[config.mk]
export PLATFORM = sky130hd
export DESIGN_NAME = device_capabilities_reg
export DESIGN_NICKNAME = d
export VERILOG_FILES = /design/src/devcap_pkg.sv /design/src/device_capabilities_reg.sv
export SDC_FILE = /design/constraint.sdc
export NUM_CORES = 1
export LEC_CHECK = 0
export ABC_AREA = 0
export BUFFER_PORTS_ARGS = -buffer_cell sky130_fd_sc_hd__buf_4
export CORE_MARGIN = 5
export CORE_UTILIZATION = 39
export DETAILED_ROUTE_END_ITERATION = 10
export PLACE_DENSITY = 0.85
export SLEW_MARGIN = 40
export SYNTH_ARGS = -nofsm -noshare
export SYNTH_HDL_FRONTEND = slang
export SYNTH_SLANG_ARGS = --single-unit
[constraint.sdc]
create_clock -name CORE_CLK -period 2.3 [get_ports CORE_CLK]
set_clock_uncertainty 0.1 [all_clocks]
set_input_delay 0.46 -clock CORE_CLK [delete_from_list [all_inputs] [get_ports CORE_CLK]]
set_output_delay 0.46 -clock CORE_CLK [all_outputs]
set_load 0.01 [all_outputs]
[src/devcap_pkg.sv]
package devcap_pkg;
  localparam logic [7:0]  DEVCAP_OFFSET    = 8'h94;
  localparam logic [31:0] DEVCAP_RESET     = 32'h00000D82;
  localparam int          SCALE_LSB        = 26;
  localparam int          VALUE_LSB        = 18;
  localparam int          DEEP_LSB         = 9;
  localparam int          LIGHT_LSB        = 6;
  localparam int          GCTL_DEEP_LSB    = 13;
  localparam int          GCTL_LIGHT_LSB   = 16;
  localparam int          MSG_SCALE_LSB    = 8;
  localparam logic [2:0]  LATENCY_RESET    = 3'h6;
  localparam logic [1:0]  SCALE_RESET      = 2'h0;
  localparam logic [7:0]  VALUE_RESET      = 8'h00;
  localparam logic [1:0]  GHOST_FUNCS      = 2'h0;
  localparam logic [2:0]  MAX_PAYLOAD_512  = 3'h2;
endpackage

[src/device_capabilities_reg.sv]
module device_capabilities_reg (
  input  wire logic        CORE_CLK,
  input  wire logic        ARST_N,
  input  wire logic        CFG_RD,
  input  wire logic        CFG_WR,
  input  wire logic [7:0]  CFG_ADDR,
  input  wire logic [31:0] CFG_WDATA,
  output logic             CFG_RVALID,
  output logic      [31:0] CFG_RDATA,
  input  wire logic        SLOT_POWER_MSG,
  input  wire logic [9:0]  SLOT_POWER_PAYLOAD,
  input  wire logic        GCTL_WR,
  input  wire logic [31:0] GCTL_WDATA,
  input  wire logic [2:0]  PHY_DEEP_EXIT,
  input  wire logic [2:0]  PHY_LIGHT_EXIT,
  output logic      [31:0] DEVICE_CAPABILITIES
);
  logic [1:0]  captured_power_scale_q;
  logic [7:0]  captured_power_value_q;
  logic [2:0]  deep_idle_exit_latency_q;
  logic [2:0]  light_idle_exit_latency_q;
  logic        rvalid_q;
  logic [31:0] rdata_q;
  logic [31:0] capabilities;
  logic        addr_hit;
  logic [2:0]  deep_idle_latency_setting;
  logic [2:0]  light_idle_latency_setting;
  logic [2:0]  deep_d;
  logic [2:0]  light_d;
  logic [1:0]  word_scale;
  logic [7:0]  word_value;
  logic [2:0]  word_deep;
  logic [2:0]  word_light;

  // floor at the phy exit time; a smaller request is raised, not dropped
  function automatic logic [2:0] floor_at(input logic [2:0] req, input logic [2:0] lim);
    floor_at = (req < lim) ? lim : req;
  endfunction

  assign deep_idle_latency_setting  = GCTL_WDATA[devcap_pkg::GCTL_DEEP_LSB +: 3];
  assign light_idle_latency_setting = GCTL_WDATA[devcap_pkg::GCTL_LIGHT_LSB +: 3];
  assign deep_d  = floor_at(deep_idle_latency_setting, PHY_DEEP_EXIT);
  assign light_d = floor_at(light_idle_latency_setting, PHY_LIGHT_EXIT);
  assign addr_hit = (CFG_ADDR == devcap_pkg::DEVCAP_OFFSET);
  assign word_scale = capabilities[devcap_pkg::SCALE_LSB +: 2];
  assign word_value = capabilities[devcap_pkg::VALUE_LSB +: 8];
  assign word_deep  = capabilities[devcap_pkg::DEEP_LSB +: 3];
  assign word_light = capabilities[devcap_pkg::LIGHT_LSB +: 3];

  // reserved, indicator, tag and ghost bits are constant zero
  assign capabilities = {4'h0,
                         captured_power_scale_q,
                         captured_power_value_q,
                         3'h0,
                         1'b0, 1'b0, 1'b0,
                         deep_idle_exit_latency_q,
                         light_idle_exit_latency_q,
                         1'b0,
                         devcap_pkg::GHOST_FUNCS,
                         devcap_pkg::MAX_PAYLOAD_512};

  always_ff @(posedge CORE_CLK or negedge ARST_N) begin
    if (!ARST_N) begin
      captured_power_scale_q <= devcap_pkg::SCALE_RESET;
      captured_power_value_q <= devcap_pkg::VALUE_RESET;
    end else if (SLOT_POWER_MSG) begin
      captured_power_scale_q <= SLOT_POWER_PAYLOAD[devcap_pkg::MSG_SCALE_LSB +: 2];
      captured_power_value_q <= SLOT_POWER_PAYLOAD[7:0];
    end
  end

  always_ff @(posedge CORE_CLK or negedge ARST_N) begin
    if (!ARST_N) begin
      deep_idle_exit_latency_q  <= devcap_pkg::LATENCY_RESET;
      light_idle_exit_latency_q <= devcap_pkg::LATENCY_RESET;
    end else if (GCTL_WR) begin
      deep_idle_exit_latency_q  <= deep_d;
      light_idle_exit_latency_q <= light_d;
    end
  end

  // config writes never reach the word; unmapped reads return zero
  always_ff @(posedge CORE_CLK or negedge ARST_N) begin
    if (!ARST_N) begin
      rvalid_q <= 1'b0;
      rdata_q  <= 32'h00000000;
    end else begin
      rvalid_q <= CFG_RD;
      rdata_q  <= (CFG_RD && addr_hit) ? capabilities : 32'h00000000;
    end
  end

  assign CFG_RVALID          = rvalid_q;
  assign CFG_RDATA           = rdata_q;
  assign DEVICE_CAPABILITIES = capabilities;
endmodule

# Word-level counts from Yosys, hierarchy flattened
# Cells that the tools add are included.
# W data, S select, Z words.
[totals]
input_bits = 94
wordCells = 13
ff_bits = 45
output_inout_bits = 65
[op_classes]
eq_ne = 1
n_mux = 3
n_lt_le_gt_ge = 2
n_reduce_logical = 1
[ops]
columns = ["op", "count"]
rows = [
  ["$mux W28", 1],
  ["$eq A8 B8 Y1 const B", 1],
  ["$lt A3 B3 Y1", 2],
  ["$mux W3", 2],
  ["$logic_and A1 B1 Y1", 1],
]

# Longest topological paths before layout
[logic_depth]
word_depth = 3
ltp_mapped = 5
mapped_depth_nobuf = 5

# Worst setup path after synthesis
# Ideal clock, no wire load.
[synth_timing]
path_kind = "in2reg"
from = "in PHY_DEEP_EXIT[2]"
to = "reg deep_idle_exit_latency_q[2]"
t_arrival_ps = 1255
stages = 5
setup_slack_ps = 862
path_buffers = 0
required_time_ps = 2117
setup_time_ps = 83
path_cell_list = "inv_1 > ha_1 > a21oi_2 > mux2i_1 > a21oi_1"
[synth_between]
elab_chain_cells = 2
[synth_lines]
columns = ["element", "line_no", "source"]
rows = [
  ["start: declaration", "device_capabilities_reg.sv:14", "input wire logic [2:0] PHY_DEEP_EXIT,"],
  ["$lt A3 B3 Y1", "device_capabilities_reg.sv:37", "floor_at = (req < lim) ? lim : req;"],
  ["$mux W3 *", "device_capabilities_reg.sv:37", ""],
  ["end signal: assignment", "device_capabilities_reg.sv:74", "deep_idle_exit_latency_q <= devcap_pkg::LATENCY_RESET;"],
  ["end signal: assignment", "device_capabilities_reg.sv:77", "deep_idle_exit_latency_q <= deep_d;"],
  ["end: declaration", "device_capabilities_reg.sv:20", "logic [2:0] deep_idle_exit_latency_q;"],
]
# Mark *: on every way between the ends. The rest lies on a longest branch, timed or not.
# A chain may end at the register's enable or synchronous reset.

# Worst setup path after layout
[layout_timing]
from = "reg deep_idle_exit_latency_q[1]"
to = "out DEVICE_CAPABILITIES[10]"
[layout_rtl]
columns = ["element", "line_no", "source"]
rows = [
  ["end: declaration", "device_capabilities_reg.sv:16", "output logic [31:0] DEVICE_CAPABILITIES"],
]
# No word-level cell between the ends.

==> impl_results.md <==
* CP Capture Type: output pin
* Total Wirelength at about 3500 um
* PostCTS Resize Cnt at 0
* Core area at between 0.004 and 0.005 mm2
* Async SR Flop Fraction at 1.00
* Final Setup Violations at 0
* Routed Antenna Nets at 0
* Layout cell share with drive strength beyond 1 at 0.392
* Root buf cell: clkbuf_8
* Initial DRC count at about 50
* Vias in the first global route at approximately 1.2k
* Via Count at between 1k and 1.5k
* Post-CTS Setup Inserts at 0
* IO Count at approximately 160
* Peak supply drop at roughly 0.20 mV
* Die area at roughly 0.0056 mm2
* Final Critical Period at 1500 ps
* Final Hold Vio Count at 0
* Worst-Skew Late Latency at ~280 ps
* Mapped Area at about 0.0017 mm2
* Final net count at ~310
* Yosys warnings at 0
* Overflow after GRT at 0
* RD Place Congestion at a little over 0.7
* Clock sinks at 34
* Leak at 1.15 nW
* Cell area power density at a little over 600 mW/mm2
* Startpoint Class: flop
* CP max FO at 3
* EDFF count, synth at 0
* Buf/Inv on CP at 1
* Total track usage at 0.125
* Post-synthesis area per instance at 11.7 um2
* Largest net degree at the start of global routing at 35
* Antenna cells at 0
* Worst-path clk slew at approximately 60 ps
* Hold_ws at between 15 and 20 ps
* Synth top area cells: dfrtp_1, buf_4, mux2_1, dfstp_2, and2_1
* Cell taking the most area after synthesis: dfrtp_1
* Drt first pass iters at 4
* DPL Wire Length at roughly 2800 um
* RSZ-0062 raised after global routing: false
* DRC at 0
* Total power at about 1.3 mW
* #FFs+latches synth at 34
* Post-synth top cells: buf_4, dfrtp_1, and2_1, mux2_1, inv_1
* Average wire per standard cell at about 13 um
* Most numerous cell in the Yosys netlist: buf_4
* Core Rows at 23
* Synth top area share at 0.455
* Final worst slack at approximately 800 ps
* CTS tree: built
* CP arrival at ~940 ps
* Max H-tree Level at 2
* Critical path required time at between 1500 and 2000 ps
* CTS Hold Buffers Added at 0
* CTS Buffer Depth at 2
* Initial core utilization at 0.407
* DIE WIDTH at 75.1 um
* CP peak stage delay at 540 ps
* Synth Flop Type: dfrtp_1
* Post-synth cell types at 27
* PortBufs at between 60 and 70
* Peak Freq at 666 MHz
* Critical-path cell list: buf_4
* Slowest cell on crit path: dfstp_2
* Finished Core Util at 0.534
* First-pass GRT wire length at about 5200 um
* Synth Instances at between 100 and 150
* Place WS at around 630 ps
* DIE HEIGHT at ~75 um
* Crit-path leading delay family: flip-flops
* Setup TNS at 0 ps
* Critical path class: reg2out
* Outcome: finished, final reports clean
* Max Transition Viols Final at 0
* CTS Buf Count at 5
* Sequential area share after synthesis at 0.519
* HP Class: in2async
* Crit share post-route at 0.653
* Max cap viols at 0
* Initial antenna violation count at 0
* Layout area overhead at 31.2%
* Vias per std cell at around 4.3
==> layer usage <==
metal / vias to the layer above / routed length (um) / track usage
met5: - / 0 / 0
met2: 69 / 1680 / 0.204
met3: 7 / 456 / 0.0320
li1: 544 / - / -
met1: 509 / 1280 / 0.144
met4: 0 / 93 / 0.0830
==> where the power goes <==
| group | internal (mW) | switching (mW) |
|---|---|---|
| logic | 0.118 | 0.119 |
| registers | 0.638 | 0.0227 |
| clock network | 0.241 | 0.198 |
==> cell usage in the layout (no fill, tap or decap) <==
cell type,n
ha_1,4
mux2i_1,2
a21oi_1,2
mux2_1,10
nor2_1,2
and4bb_4,1
a21oi_2,2
buf_4,68
inv_1,8
nor2b_1,2
nor3_4,1
o21ai_1,1
conb_1,31
o21ai_0,1
nand2b_1,2
clkbuf_8,6
nand2_1,4
dfrtp_1,30
o21a_1,4
and2_1,16
nand4b_1,1
o22ai_1,2
clkinv_2,1
a31oi_1,2
dfstp_2,4
clkbuf_1,1
o2111ai_1,2
o221ai_1,2
==> registers in the layout, indices dropped and copies added, names as in the netlist <==
signal	flops
CFG_RDATA	17
captured_power_value_q	8
deep_idle_exit_latency_q	3
light_idle_exit_latency_q	3
captured_power_scale_q	2
CFG_RVALID	1
==> cells by family (layout without fill, tap and decap cells) <==
family,count (synthesis),after routing,share of synthesized area
simple gates,29,29,0.114
buf+inv,42,84,0.174
fa+ha+maj,4,4,0.0303
mux,12,12,0.0804
other cells,2,31,0.00455
flops,34,34,0.519
compound gates,18,18,0.0773
==> final timing paths <==
check | start | end | cells past startpoint | slack [ps]
max | deep_idle_exit_latency_q[1] | DEVICE_CAPABILITIES[10] | 1 | 800
min | ARST_N | CFG_RDATA[23] | 1 | 20
max reg2reg | light_idle_exit_latency_q[1] | light_idle_exit_latency_q[1] | 2 | 1360
min reg2reg | captured_power_value_q[0] | CFG_RDATA[18] | 1 | 400
max in group asynchronous | ARST_N | light_idle_exit_latency_q[2] | 1 | 1740
min in group CORE_CLK | CFG_RD | CFG_RVALID | 1 | 200
==> cell type report <==
type,instances,area [um2]
fillers,357,1890
flip-flops and latches,34,856
multi-input cells,94,616
repair buffers,68,510
clock buffers,7,86.3
well taps,50,62.6
inverters,8,30.0
clock inverters,1,5.00
==> metrics by stage <==
| stage | std cells | instance area (um2) |
|---|---|---|
| 2_1_floorplan | 170 | 1760 |
| 3_3_place_gp | 254 | 2070 |
| 3_5_place_dp | 254 | 2070 |
| 4_1_cts | 262 | 2170 |
| 5_1_grt | 262 | 2170 |
| 6_report | 262 | 2170 |
Power figures use the tool's default switching activity.
